File: config.mk
export PLATFORM = sky130hd
export DESIGN_NAME = bit_and_literal_instr_exec
export DESIGN_NICKNAME = d
export VERILOG_FILES = /design/src/instr_exec_pkg.sv /design/src/regfile_if.sv /design/src/quarter_phase_seq.sv /design/src/bit_and_literal_instr_exec.sv
export VERILOG_INCLUDE_DIRS = /design/src
export SDC_FILE = /design/constraint.sdc
export NUM_CORES = 1
export LEC_CHECK = 0
export BUFFER_PORTS_ARGS = -buffer_cell sky130_fd_sc_hd__buf_2
export CAP_MARGIN = 15
export CORE_UTILIZATION = 53
export DETAILED_ROUTE_END_ITERATION = 16
export GPL_TIMING_DRIVEN = 0
export PLACE_DENSITY = 0.79
export SLEW_MARGIN = 0
export SYNTH_ARGS = -nofsm -noshare
export SYNTH_HDL_FRONTEND = slang
export SYNTH_SLANG_ARGS = --single-unit
export TNS_END_PERCENT = 10
File: constraint.sdc
create_clock -name clk -period 2.81 [get_ports clk]
set_clock_uncertainty 0.1 [all_clocks]
set_input_delay 0.1405 -clock clk [delete_from_list [all_inputs] [get_ports clk]]
set_output_delay 0.1405 -clock clk [all_outputs]
set_load 0.02 [all_outputs]
File: src/instr_exec_consts.svh
`ifndef INSTR_EXEC_CONSTS_SVH
`define INSTR_EXEC_CONSTS_SVH

// Opcode match patterns on the upper byte of the program word
`define OPC_TEST_SKIP_MASK 8'hF8
`define OPC_TEST_SKIP_VAL 8'h90
`define OPC_TOGGLE_MASK 8'hF8
`define OPC_TOGGLE_VAL 8'h38
`define OPC_BANK_HIGH_MASK 8'hFE
`define OPC_BANK_HIGH_VAL 8'hBA
`define OPC_LIT_WORKING_ACCUMULATOR_MASK 8'hFF
`define OPC_LIT_WORKING_ACCUMULATOR_VAL 8'hB0

// Field positions inside the program word
`define FLD_OPC_HI 15
`define FLD_OPC_LO 8
`define FLD_BIT_HI 10
`define FLD_BIT_LO 8
`define FLD_ADDR_HI 7
`define FLD_ADDR_LO 0
`define FLD_NIB_HI 7
`define FLD_NIB_LO 4

// Bank select high and low nibble positions and reset values
`define BANK_HI_HI 7
`define BANK_HI_LO 4
`define BANK_LO_HI 3
`define BANK_LO_LO 0
`define RST_BYTE 8'h00
`define RST_WORD 16'h0000

`endif

File: src/instr_exec_pkg.sv
package instr_exec_pkg;

    // Quarter phases of one instruction cycle
    typedef enum logic [3:0] {
        PH_DECODE = 4'h1,
        PH_READ = 4'h2,
        PH_EXEC = 4'h4,
        PH_WRITE = 4'h8
    } phase_t;

    // Decoded instruction class
    typedef enum logic [4:0] {
        OP_NONE = 5'h01,
        OP_TEST_SKIP = 5'h02,
        OP_TOGGLE = 5'h04,
        OP_BANK_HIGH = 5'h08,
        OP_LIT_WORKING_ACCUMULATOR = 5'h10
    } op_t;

endpackage

File: src/regfile_if.sv
`timescale 1ns/100ps
`default_nettype none

// Phase and cycle-end signals between the executer and its phase sequencer
interface regfile_if;
    instr_exec_pkg::phase_t phase;
    logic cycle_end;

    modport seq (output phase, output cycle_end);
    modport core (input phase, input cycle_end);
endinterface

`default_nettype wire

File: src/quarter_phase_seq.sv
`timescale 1ns/100ps
`default_nettype none

// Steps the four quarter phases, one per rising clk edge
module quarter_phase_seq (
    // Clock and reset
    input wire logic clk,
    input wire logic nrst,
    // Phase outputs
    regfile_if.seq ph
);
    instr_exec_pkg::phase_t phase_reg;

    // One-hot ring; advances on every rising edge
    always_ff @(posedge clk or negedge nrst) begin
        if (!nrst) begin
            phase_reg <= instr_exec_pkg::PH_DECODE;
        end else begin
            case (phase_reg)
                instr_exec_pkg::PH_DECODE: phase_reg <= instr_exec_pkg::PH_READ;
                instr_exec_pkg::PH_READ: phase_reg <= instr_exec_pkg::PH_EXEC;
                instr_exec_pkg::PH_EXEC: phase_reg <= instr_exec_pkg::PH_WRITE;
                instr_exec_pkg::PH_WRITE: phase_reg <= instr_exec_pkg::PH_DECODE;
                default: phase_reg <= instr_exec_pkg::PH_DECODE;
            endcase
        end
    end

    assign ph.phase = phase_reg;
    assign ph.cycle_end = (phase_reg == instr_exec_pkg::PH_WRITE);
endmodule // quarter_phase_seq

`default_nettype wire

File: src/bit_and_literal_instr_exec.sv
`timescale 1ns/100ps
`default_nettype none
`include "instr_exec_consts.svh"

module bit_and_literal_instr_exec #(
    parameter int ADDR_W = 8,
    parameter int DATA_W = 8,
    parameter bit BASE_VARIANT = 1'b0
) (
    // Clock and reset
    input wire logic clk,
    input wire logic nrst,
    // Program memory side
    input wire logic [15:0] instr_word,
    input wire logic instr_valid,
    output logic instr_taken,
    // Register file port
    output logic [ADDR_W-1:0] rf_addr,
    input wire logic [DATA_W-1:0] rf_rdata,
    output logic [DATA_W-1:0] rf_wdata,
    output logic rf_we,
    // Architectural state
    output logic [DATA_W-1:0] working_accumulator,
    output logic [DATA_W-1:0] bank_select_register,
    // Status
    output logic skip_active,
    output logic status_flags_we,
    output logic illegal_op
);
    // Widths are tied to the encoding; refuse anything the field slices cannot feed
    if (ADDR_W != (`FLD_ADDR_HI - `FLD_ADDR_LO + 1)
            || DATA_W != (`BANK_HI_HI - `BANK_LO_LO + 1)) begin : g_width_check
        $error("bit_and_literal_instr_exec supports only 8-bit address and data");
    end

    // Quarter phase sequencer; every stage below keys off its one-hot phase
    regfile_if ph_bus ();
    quarter_phase_seq u_seq (
        .clk(clk),
        .nrst(nrst),
        .ph(ph_bus.seq)
    );

    // Latched instruction and its decoded class
    instr_exec_pkg::op_t op_reg;
    instr_exec_pkg::op_t op_next;
    logic [15:0] ir_reg;
    logic illegal_reg;

    // Per-stage data and architectural state
    logic [DATA_W-1:0] operand_reg;
    logic [DATA_W-1:0] working_accumulator_reg;
    logic [DATA_W-1:0] bsr_reg;
    logic skip_reg;
    logic [DATA_W-1:0] wdata_reg;
    logic we_reg;

    // Per-phase strobes, exactly one of them high in every quarter
    logic in_decode;
    logic in_read;
    logic in_exec;
    logic in_write;

    // Upper byte of the fetched word and its per-class matches
    logic [7:0] opc_hi;
    logic hit_test_skip;
    logic hit_toggle;
    logic hit_bank_high;
    logic hit_lit_working_accumulator;

    // Decode helper used for every opcode class
    function automatic logic opc_match(input logic [7:0] hi, input logic [7:0] mask,
                                       input logic [7:0] val);
        opc_match = ((hi & mask) == val);
    endfunction

    // Phase test; kept in one place so every stage agrees on the phase order
    function automatic logic at_phase(input instr_exec_pkg::phase_t now,
                                      input instr_exec_pkg::phase_t want);
        at_phase = (now == want);
    endfunction

    // Bit index field, shared by the test and the toggle paths
    function automatic logic [`FLD_BIT_HI-`FLD_BIT_LO:0] bit_index(input logic [15:0] word);
        bit_index = word[`FLD_BIT_HI:`FLD_BIT_LO];
    endfunction

    // One-hot mask of the indexed bit; both paths use it so they agree on bit order
    function automatic logic [DATA_W-1:0] bit_mask(
            input logic [`FLD_BIT_HI-`FLD_BIT_LO:0] idx);
        bit_mask = DATA_W'(1) << idx;
    endfunction

    // Phase strobes from the sequencer
    assign in_decode = at_phase(ph_bus.phase, instr_exec_pkg::PH_DECODE);
    assign in_read = at_phase(ph_bus.phase, instr_exec_pkg::PH_READ);
    assign in_exec = at_phase(ph_bus.phase, instr_exec_pkg::PH_EXEC);
    assign in_write = at_phase(ph_bus.phase, instr_exec_pkg::PH_WRITE);

    // Opcode class matches on the upper byte of the fetched word
    assign opc_hi = instr_word[`FLD_OPC_HI:`FLD_OPC_LO];
    assign hit_test_skip = opc_match(opc_hi, `OPC_TEST_SKIP_MASK,
                                     `OPC_TEST_SKIP_VAL);
    assign hit_toggle = opc_match(opc_hi, `OPC_TOGGLE_MASK,
                                  `OPC_TOGGLE_VAL);
    assign hit_lit_working_accumulator = opc_match(opc_hi, `OPC_LIT_WORKING_ACCUMULATOR_MASK,
                                    `OPC_LIT_WORKING_ACCUMULATOR_VAL);

    // Base variant never sees bank-high as an opcode, so it falls to a flagged no-op
    assign hit_bank_high = opc_match(opc_hi, `OPC_BANK_HIGH_MASK, `OPC_BANK_HIGH_VAL)
                           && !BASE_VARIANT;

    // Classify the fetched word; the masks never overlap, so the order is only a tie-break
    always_comb begin
        op_next = instr_exec_pkg::OP_NONE;
        if (hit_test_skip) begin
            op_next = instr_exec_pkg::OP_TEST_SKIP;
        end else if (hit_toggle) begin
            op_next = instr_exec_pkg::OP_TOGGLE;
        end else if (hit_bank_high) begin
            op_next = instr_exec_pkg::OP_BANK_HIGH;
        end else if (hit_lit_working_accumulator) begin
            op_next = instr_exec_pkg::OP_LIT_WORKING_ACCUMULATOR;
        end
    end

    // Stage registers. Each concern has its own process and acts in one quarter only, except that we_reg is also cleared in the other three,
    // so an operand read in one quarter is never overwritten before it is used.
    // Limitation: the register file must answer within the read quarter; this port
    // has no wait state.

    // Decode phase latches the word; a pending skip forces a no-op instead
    always_ff @(posedge clk or negedge nrst) begin
        if (!nrst) begin
            op_reg <= instr_exec_pkg::OP_NONE;
            ir_reg <= `RST_WORD;
            illegal_reg <= 1'b0;
        end else if (in_decode) begin
            if (skip_reg || !instr_valid) begin
                op_reg <= instr_exec_pkg::OP_NONE;
                ir_reg <= `RST_WORD;
                illegal_reg <= 1'b0;
            end else begin
                op_reg <= op_next;
                ir_reg <= instr_word;
                illegal_reg <= (op_next == instr_exec_pkg::OP_NONE);
            end
        end
    end

    // Read phase captures the addressed register
    always_ff @(posedge clk or negedge nrst) begin
        if (!nrst) begin
            operand_reg <= `RST_BYTE;
        end else if (in_read) begin
            operand_reg <= rf_rdata;
        end
    end

    // Skip flag: set by a true test in execute, cleared in the execute quarter of the forced no-op
    always_ff @(posedge clk or negedge nrst) begin
        if (!nrst) begin
            skip_reg <= 1'b0;
        end else if (in_exec) begin
            if (op_reg == instr_exec_pkg::OP_TEST_SKIP) begin
                skip_reg <= |(operand_reg & bit_mask(bit_index(ir_reg)));
            end else begin
                skip_reg <= 1'b0;
            end
        end
    end

    // Execute phase forms the toggled byte for the write-back
    always_ff @(posedge clk or negedge nrst) begin
        if (!nrst) begin
            wdata_reg <= `RST_BYTE;
            we_reg <= 1'b0;
        end else if (in_exec) begin
            wdata_reg <= operand_reg ^ bit_mask(bit_index(ir_reg));
            we_reg <= (op_reg == instr_exec_pkg::OP_TOGGLE);
        end else begin
            we_reg <= 1'b0;
        end
    end

    // Write phase updates the working register
    always_ff @(posedge clk or negedge nrst) begin
        if (!nrst) begin
            working_accumulator_reg <= `RST_BYTE;
        end else if (in_write && op_reg == instr_exec_pkg::OP_LIT_WORKING_ACCUMULATOR) begin
            working_accumulator_reg <= DATA_W'(ir_reg[`FLD_ADDR_HI:`FLD_ADDR_LO]);
        end
    end

    // Write phase updates only the upper nibble of bank select
    always_ff @(posedge clk or negedge nrst) begin
        if (!nrst) begin
            bsr_reg <= `RST_BYTE;
        end else if (in_write && op_reg == instr_exec_pkg::OP_BANK_HIGH) begin
            bsr_reg[`BANK_HI_HI:`BANK_HI_LO] <= ir_reg[`FLD_NIB_HI:`FLD_NIB_LO];
            bsr_reg[`BANK_LO_HI:`BANK_LO_LO] <= bsr_reg[`BANK_LO_HI:`BANK_LO_LO];
        end
    end

    // Register file port; the address comes straight from the latched word
    assign rf_addr = ADDR_W'(ir_reg[`FLD_ADDR_HI:`FLD_ADDR_LO]);
    assign rf_wdata = wdata_reg;
    assign rf_we = we_reg;

    // Architectural state
    assign working_accumulator = working_accumulator_reg;
    assign bank_select_register = bsr_reg;

    // Status; the flag write enable stays low since none of these ops touch status
    assign skip_active = skip_reg;
    assign status_flags_we = 1'b0;
    assign illegal_op = illegal_reg;

    // Fetch handshake; a valid word is taken on every decode edge, even one a skip kills
    assign instr_taken = in_decode && instr_valid;
endmodule // bit_and_literal_instr_exec

`default_nettype wire

======== After elaboration in Yosys (flattened, before gate mapping) ========
Cells that the tools add are included.
W data, S select, Z words.
storage, ports and cells
  register bits after elaboration ......... 51
  input bits .............................. 27
  output and inout port bits .............. 37
  word-level logic and storage cells ...... 42
operators by class
  equality and inequality tests ........... 13
  shift-type cells ........................ 1
  muxes and demuxes ....................... 10
  bitwise operators ....................... 2
  reduce and logical (&&, ||, !) cells .... 6
operators with widths
  kind                   count
  $mux W5                5
  $pmux W4 S3            1
  $mux W11               1
  $eq A5 B3 Y1 const B   2
  $eq A5 B5 Y1 const B   2
  $and A8 B8 Y8          1
  $eq A8 B8 Y1 const B   1
  $reduce_or A8 Y1       1
  $shl A1 B3 Y8 const A  1
  $xor A8 B8 Y8          1
  $eq A7 B7 Y1 const B   1
  $eq A5 B1 Y1 const B   1
  $eq A5 B2 Y1 const B   1
  $eq A5 B4 Y1 const B   1
  $eq A4 B1 Y1 const B   1
  $eq A4 B2 Y1 const B   1
  $eq A4 B3 Y1 const B   1
  $eq A4 B4 Y1 const B   1
  $logic_and A1 B1 Y1    3
  $mux W1                3
  $logic_not A1 Y1       1
  $logic_or A1 B1 Y1     1

======== Longest topological paths before layout ========
Gate-level depths: netlist (run 1).
  depth after elaboration ................. 7
  gate-level depth with buffers ........... 8
  mapped depth without buffers ............ 7

======== By module ========
Synthesis (run 1) repeated with hierarchy kept, for this count alone.
second synthesis, totals
  cell total of the unflattened synthesis .. 180
  area total of the unflattened synthesis .. 2,337.2 um^2
by module, submodules not included
  module                      times used  cells each  area an instance (um^2)  seq. area each (um^2)
  bit_and_literal_instr_exec  1           168         2,178.3                  1,177.4
  quarter_phase_seq           1           12          158.9                    101.3

======== Worst setup path after synthesis (run 1) ========
No wires, ideal clock.
  kind .................................... register to register
  start ................................... reg u_seq.phase_reg[0], in the netlist u_seq.ph.phase[0]
  end ..................................... reg op_reg[3]
  setup time .............................. 92 ps
  data arrival time ....................... 1,742 ps
  required time ........................... 2,618 ps
  slack ................................... 876 ps
  stages on the path, launching flop included .. 8
  buffers on the path ..................... 2
  clock period less this slack ............ 1,934 ps
  cell sequence ........................... dfstp_2 -> or4b_1 -> buf_6 -> inv_6 -> and3_1 -> buf_6 -> nand4_4 -> o31ai_2
between the ends
  longest elaborated chain between the ends .. 1
RTL lines
  item                    RTL line                           text
  from (decl)             quarter_phase_seq.sv:12            instr_exec_pkg::phase_t phase_reg;
  from (signal assigned)  quarter_phase_seq.sv:17            phase_reg <= instr_exec_pkg::PH_DECODE;
  from (signal assigned)  quarter_phase_seq.sv:20            instr_exec_pkg::PH_DECODE: phase_reg <= instr_exec_pkg::PH_READ;
  from (signal assigned)  quarter_phase_seq.sv:21            instr_exec_pkg::PH_READ: phase_reg <= instr_exec_pkg::PH_EXEC;
  $eq A4 B1 Y1            bit_and_literal_instr_exec.sv:80   at_phase = (now == want);
  to (signal assigned)    bit_and_literal_instr_exec.sv:135  op_reg <= instr_exec_pkg::OP_NONE;
  to (signal assigned)    bit_and_literal_instr_exec.sv:140  op_reg <= instr_exec_pkg::OP_NONE;
  to (signal assigned)    bit_and_literal_instr_exec.sv:144  op_reg <= op_next;
  to (decl)               bit_and_literal_instr_exec.sv:45   instr_exec_pkg::op_t op_reg;
Every way passes these cells.
A chain may end at the register's enable or synchronous reset.

======== Worst setup path in the final report (run 1) ========
  start ................................... reg u_seq.phase_reg[0], in the netlist u_seq.ph.phase[0]
  end ..................................... out instr_taken
between the ends
  longest elaborated chain between the ends .. 2
RTL lines
  item                 RTL line                           text
  $eq A4 B1 Y1         bit_and_literal_instr_exec.sv:80
  $logic_and A1 B1 Y1  bit_and_literal_instr_exec.sv:220  assign instr_taken = in_decode && instr_valid;
  to (decl)            bit_and_literal_instr_exec.sv:16   output logic instr_taken,
Every way passes these cells.

==> results of run 1 <==
[path summary, 6_finish.rpt]
check                      cells after the start                                from                                  to  slack, ps
max                                            5         u_seq.ph.phase[0]$_DFF_PN1_                         instr_taken        740
min                                            2                      instr_word[13]               op_reg[1]$_DFFE_PN0N_          8
max reg2reg                                    7         u_seq.ph.phase[0]$_DFF_PN1_               op_reg[3]$_DFFE_PN0N_        760
min reg2reg                                    1  working_accumulator[2]$_DFFE_PN0P_  working_accumulator[2]$_DFFE_PN0P_        410
max in group asynchronous                      3                                nrst               op_reg[0]$_DFFE_PN1N_       1840
min in group asynchronous                      2                                nrst          operand_reg[1]$_DFFE_PN0P_        190
[report_power, final]
part,switching (uW),leakage (uW),internal [uW]
clock,246,0.0000402,174
combinational,92.5,0.000828,91.7
sequential,15.3,0.000655,760
[cell families after synthesis]
logic type	after synthesis	synth area share, %
buffers and inverters	25	7.258
and+or+nand+nor	43	11.76
muxes	29	14.14
other	1	0.1624
AOI/OAI and AO/OA	20	6.988
adders and majority gates	8	4.334
DFF	51	55.36
[layer usage]
layer  vias up  track usage (%)
li1        797                -
met1       789            28.54
met2        48            35.54
met3         8            4.000
met4         0            8.594
met5         -                0
[final cells by class]
type	instances	area, um^2	area share, %
Multi-Input combinational cell	105	878.3	29.31
Sequential cell	51	1279	42.67
Clock inverter	3	20.02	0.6681
Inverter	2	12.51	0.4175
Tap cell	50	62.56	2.088
Clock buffer	5	68.82	2.296
Buffer	23	155.1	5.177
Timing Repair Buffer	80	520.5	17.37
[critical path, cell delays in order, from the launching register on]
cell and delay [ps]:
dfstp_2 550, or4b_1 450, buf_6 170, inv_6 60, and2_1 140, buf_2 160
[through the flow]
stage	power (uW)	instances
finish	1379	319
global route	1441	319
CTS	1385	318
detailed placement	948.7	289
global placement	944.2	289
floorplan	880.1	181
[synth_stat cells]
master	count	area (um^2)
nand4_4	1	21.27
dfrtp_1	49	1226
and3_1	2	12.51
and4b_1	2	20.02
and4_1	1	8.760
nand3_1	1	5.000
buf_2	1	5.000
nor4b_1	2	17.52
nand2b_1	1	6.260
nand2_1	9	33.78
o31ai_2	1	12.51
nor3b_1	3	22.52
nor2b_1	3	18.77
o21bai_1	1	7.510
buf_4	14	105.1
ha_1	8	100.1
and3b_1	1	8.760
a31oi_1	1	6.260
a32oi_1	1	8.760
a22o_1	11	96.34
or4b_1	1	10.01
nand4_1	1	6.260
a32o_1	1	10.01
or3b_2	1	8.760
nor2_1	6	22.52
mux2_2	29	326.6
buf_6	2	22.52
inv_1	1	3.750
nor4_1	4	25.02
conb_1	1	3.750
inv_6	1	8.760
o21ai_0	4	20.02
and2_1	1	6.260
dfstp_2	2	52.55
clkbuf_1	6	22.52
nand3b_1	1	7.510
nor3_1	2	10.01
==> results.toml, run 1 <==
[status]
status = "finished clean"

[detailed_routing]
drt_first_pass_iters = 4
post-route-drc-count = 0
drt-vias-per-instance = 5.147
met3_length_um = 180
top_layer_used = "met4"
met1Wirelength_um = 2065
drtAntennaViolNets = 0
num_vias = 1642
drt_iter0_markers = 54
wl_met2_um = 2157
wl_per_cell_um = 14.01
wirelength_um = 4470

[synth]
synth_cells = 177
ys_seq_elements = 51
ys.warnings.count = 0
ys_seq_area_share_pct = 55.36
synth_area_um2 = 2310
yosysUniqueCellTypes = 37
avgSynthCellArea_um2 = 13.05

[timing]
finalSetupViolCount = 0
rsz0062_at_grt = "no"
finalCriticalPeriod_ps = 2073
fin_tns_setup_ps = 0
slew_headroom_pct = 46.18
slew_viol_final = 0
setup_ws_ps = 737.4
tightest_slew_ps = 796.1
hold_viol = 0
hold-worst-slack_ps = 7.956
fmax_mhz = 482.5
finalCritPeriodShare_pct = 73.76

[cells_and_area]
mostFrequentLayoutCells = "buf_2, dfrtp_1, mux2_2"
num_antenna_cells = 0
fill_cells = 302
layout_commonest_cell = "buf_2"
synthToLayoutAreaGrowth_pct = 29.74
post-route-util_pct = 73.33
final_area_um2 = 2997
layout-drive-gt1-share_pct = 44.24
largest_register_ffs = 11
nNetsFinal = 303

[setup_path]
end_kind = "primary output"
cp_max_fo = 8
cp.arrival_ps = 1830
critical_path_required_ps = 2570
path_class = "reg2out"
worstSetupStartpointType = "flip-flop"

[die]
core_area_um2 = 4086
start_util_pct = 56.52
die_w_um = 68.02
die_h_um = 68.02
design.die.area_um2 = 4626
rows = 23
io_pins = 64

[cts]
clock_sinks = 51
cts_tree = "done"
cts.path.max_buffers = 2
cts_hold_buf = 21
clockRootBuffer = "clkbuf_8"
cts-resized-gates = 0
htree_levels = 2
post_cts_buffers = 0
cts_buffers = 5
clkTransAtPathRegs_ps = 100
clkLatencyLatePin_ps = 310

[job]
max_cap_violations = 0

[place]
placed_cell_area_um2 = 2678
pre_cts_ws_ps = 726.8
numPortBuffers = 58
dp_hpwl_um = 3053
place.gp.congestion = 0.7653

[global_route]
grt_pass1_wl_um = 7238
antenna_found_initial = 0
gr-total-overflow = 0
grt_pass1_vias = 1572
track_usage_pct = 21.75
grt_max_degree = 52

[worst_hold_path]
hold_path.class = "in2reg"

[power]
p_leak_uw = 0.001523
ir_drop_mv = 0.3263
powerDensity_nw_per_um2 = 460.0
Note: power is estimated with default switching activity, not from simulation.
==> run 2, diff against run 1 <==
ABC_AREA = 1   (was default)
CORE_UTILIZATION = 52   (was 53)
PLACE_DENSITY = 0.77   (was 0.79)
clock period = 2.1 ns   (was 2.81 ns; I/O delays follow)
==> run 2 against run 1 <==
Against the previous run:
- critical path depth down 1
- area after synthesis increased by 3.9%
- sequential cell count unchanged
- critical endpoint unchanged
- sequential share of layout area is 1.5 points lower
- clock power up 67%
- largest power group unchanged
- via count grew 21%
- core utilization is 2.4 points lower
==> results.toml, run 2 <==
[cts]
cts_buffers = 5
cts-resized-gates = 0
htree_levels = 2
clkTransAtPathRegs_ps = 90
post_cts_buffers = 0
clock_sinks = 51
clockRootBuffer = "clkbuf_8"
cts.path.max_buffers = 2
cts_tree = "done"
cts_hold_buf = 20
clkLatencyLatePin_ps = 310

[detailed_routing]
wl_per_cell_um = 12.64
drt-vias-per-instance = 4.877
drt_first_pass_iters = 4
wirelength_um = 5158
drt_iter0_markers = 178
num_vias = 1990
post-route-drc-count = 0
drtAntennaViolNets = 0

[die]
design.die.area_um2 = 4891
rows = 24
start_util_pct = 54.74
die_w_um = 69.94
core_area_um2 = 4384
die_h_um = 69.94
io_pins = 64

[cells_and_area]
layout-drive-gt1-share_pct = 30.90
layout_commonest_cell = "nand2_1"
fill_cells = 362
multi_input_area_um2 = 894.6
mostFrequentLayoutCells = "nand2_1, buf_2, dfrtp_1"
post-route-util_pct = 70.89
largest_register_ffs = 11
nNetsFinal = 390
register_area_um2 = 1279
synthToLayoutAreaGrowth_pct = 29.51
num_antenna_cells = 0

[setup_path]
end_kind = "primary output"
critical_path_required_ps = 1890
path_cells = "nor2_2 > nand3_2 > nor2_1 > buf_2"
worstSetupStartpointType = "flip-flop"
cp.arrival_ps = 1370
slowest_stage = "dfrtp_1"
slowest_delay_ps = 420
cp_max_fo = 4
path_class = "reg2out"
r2r_cells = 7

[timing]
hold_viol = 0
slew_viol_final = 0
rsz0062_at_grt = "no"
fmax_mhz = 636.7
finalSetupViolCount = 0
finalCritPeriodShare_pct = 74.80
fin_tns_setup_ps = 0
finalCriticalPeriod_ps = 1571

[place]
dp_hpwl_um = 3550
place.gp.congestion = 0.8685
numPortBuffers = 58

[synth]
ys_seq_elements = 51
synth_area_um2 = 2400
synth_cells = 265
yosysUniqueCellTypes = 29
synthTopCellsByCount = "nand2_1, dfrtp_1, inv_1, buf_4, nor2_1"
synthXorXnorAreaFrac_pct = 0
ys.warnings.count = 0
synth_compound_area_share_pct = 6.674
synthArstFlopShare_pct = 100.0
synth_largest_area_cell = "dfrtp_1"
synthAdderAreaFrac_pct = 4.171
avgSynthCellArea_um2 = 9.056
synth_top_area_share_pct = 51.09
synth_top_family_by_area = "simple AND/OR/NAND/NOR gates"
synth.top_cells.by_area = "dfrtp_1, nand2_1, buf_4"
yosys.cell_count.top_type = "nand2_1"
synth_ff_type = "dfrtp_1"
synth_edf_count = 0
ys_seq_area_share_pct = 53.28
synth-simple-area-share_pct = 25.65
synthMuxAreaShare_pct = 0

[worst_hold_path]
hold_path.class = "in2reg"
whs_path_depth = 4

[global_route]
top_usage_layer = "met2"
antenna_found_initial = 0
gr-total-overflow = 0
track_usage_pct = 23.37
grt_pass1_wl_um = 8990
grt_max_degree = 52
grtUsageMet3_pct = 4.762
met1_usage_pct = 31.74
gr-usage-met2_pct = 38.57
grt_pass1_vias = 1967

[job]
max_cap_violations = 0

[power]
p_leak_uw = 0.001689
ir_drop_mv = 0.4211
powerDensity_nw_per_um2 = 639.9

[status]
status = "finished clean"
-- run 2: cell count changes after synthesis, sizes merged, moves of 9 or more --
cell	delta
nand2	+85
mux2	-29
inv	+27
o21ai	+13
a22o	-11
nand3	+10
nor2	+10
nor3	+9
-- run 2: critical path, delay by kind of cell, from the launching register on --
kind	cells	cell delay, ps
simple gates	3	470
flops	1	420
buf+inv	1	170
-- run 2: cells by family after synthesis --
logic type,count (synthesis)
other,1
AO/OA/AOI/OAI,23
AND/OR/NAND/NOR,136
adder cells (fa/ha/maj),8
flip-flops,51
buffers and inverters,46
-- run 2: path summary, 6_finish.rpt --
check | end | start | slack [ps]
min in group asynchronous | bank_select_register[5]$_DFFE_PN0P_ | nrst | 90
worst min register to register | bank_select_register[7]$_DFFE_PN0P_ | bank_select_register[7]$_DFFE_PN0P_ | 380
worst max register to register | skip_active$_DFFE_PN0P_ | ir_reg[8]$_DFFE_PN0N_ | 570
max in group asynchronous | op_reg[0]$_DFFE_PN1N_ | nrst | 1270
worst max-delay path | instr_taken | u_seq.ph.phase[3]$_DFF_PN0_ | 530
worst min-delay path | op_reg[1]$_DFFE_PN0N_ | instr_word[13] | 40
-- run 2: where the power goes --
group          internal (uW)  total, uW  switching, uW
clock network            386        703            317
registers               1020       1040           23.3
logic                    110        247            137
-- run 2: area by class of cell --
| type | instances | share of cell area (%) |
|---|---|---|
| clock buffer | 6 | 2.657 |
| inverter | 30 | 3.865 |
| tap | 52 | 2.093 |
| buffer | 16 | 3.905 |
| multi-input combinational | 172 | 28.78 |
| clock inverter | 2 | 1.127 |
| timing repair buffer | 79 | 16.43 |
| sequential | 51 | 41.14 |
-- run 2: per-layer routing --
layer | up-vias | share of wire (%) | wire length (um)
li1 | 1001 | - | -
met1 | 927 | 45 | 2311
met2 | 57 | 50 | 2564
met3 | 5 | 4.4 | 226
met4 | 0 | 1.1 | 57
met5 | - | 0 | 0
-- run 2: through the flow --
| stage | cell area (um^2) | hold slack, ps | setup slack, ps | cells | power, uW |
|---|---|---|---|---|---|
| 2_1_floorplan | 2415 | -290.6 | 740.3 | 269 | 1180 |
| 3_3_place_gp | 2770 | 198.9 | 600.8 | 379 | 1264 |
| 3_5_place_dp | 2770 | 201.9 | 559.8 | 379 | 1270 |
| 4_1_cts | 3088 | 35.27 | 521.0 | 407 | 1992 |
| 5_1_grt | 3108 | 60.42 | 369.9 | 408 | 2067 |
| 6_report | 3108 | 36.10 | 529.3 | 408 | 1989 |
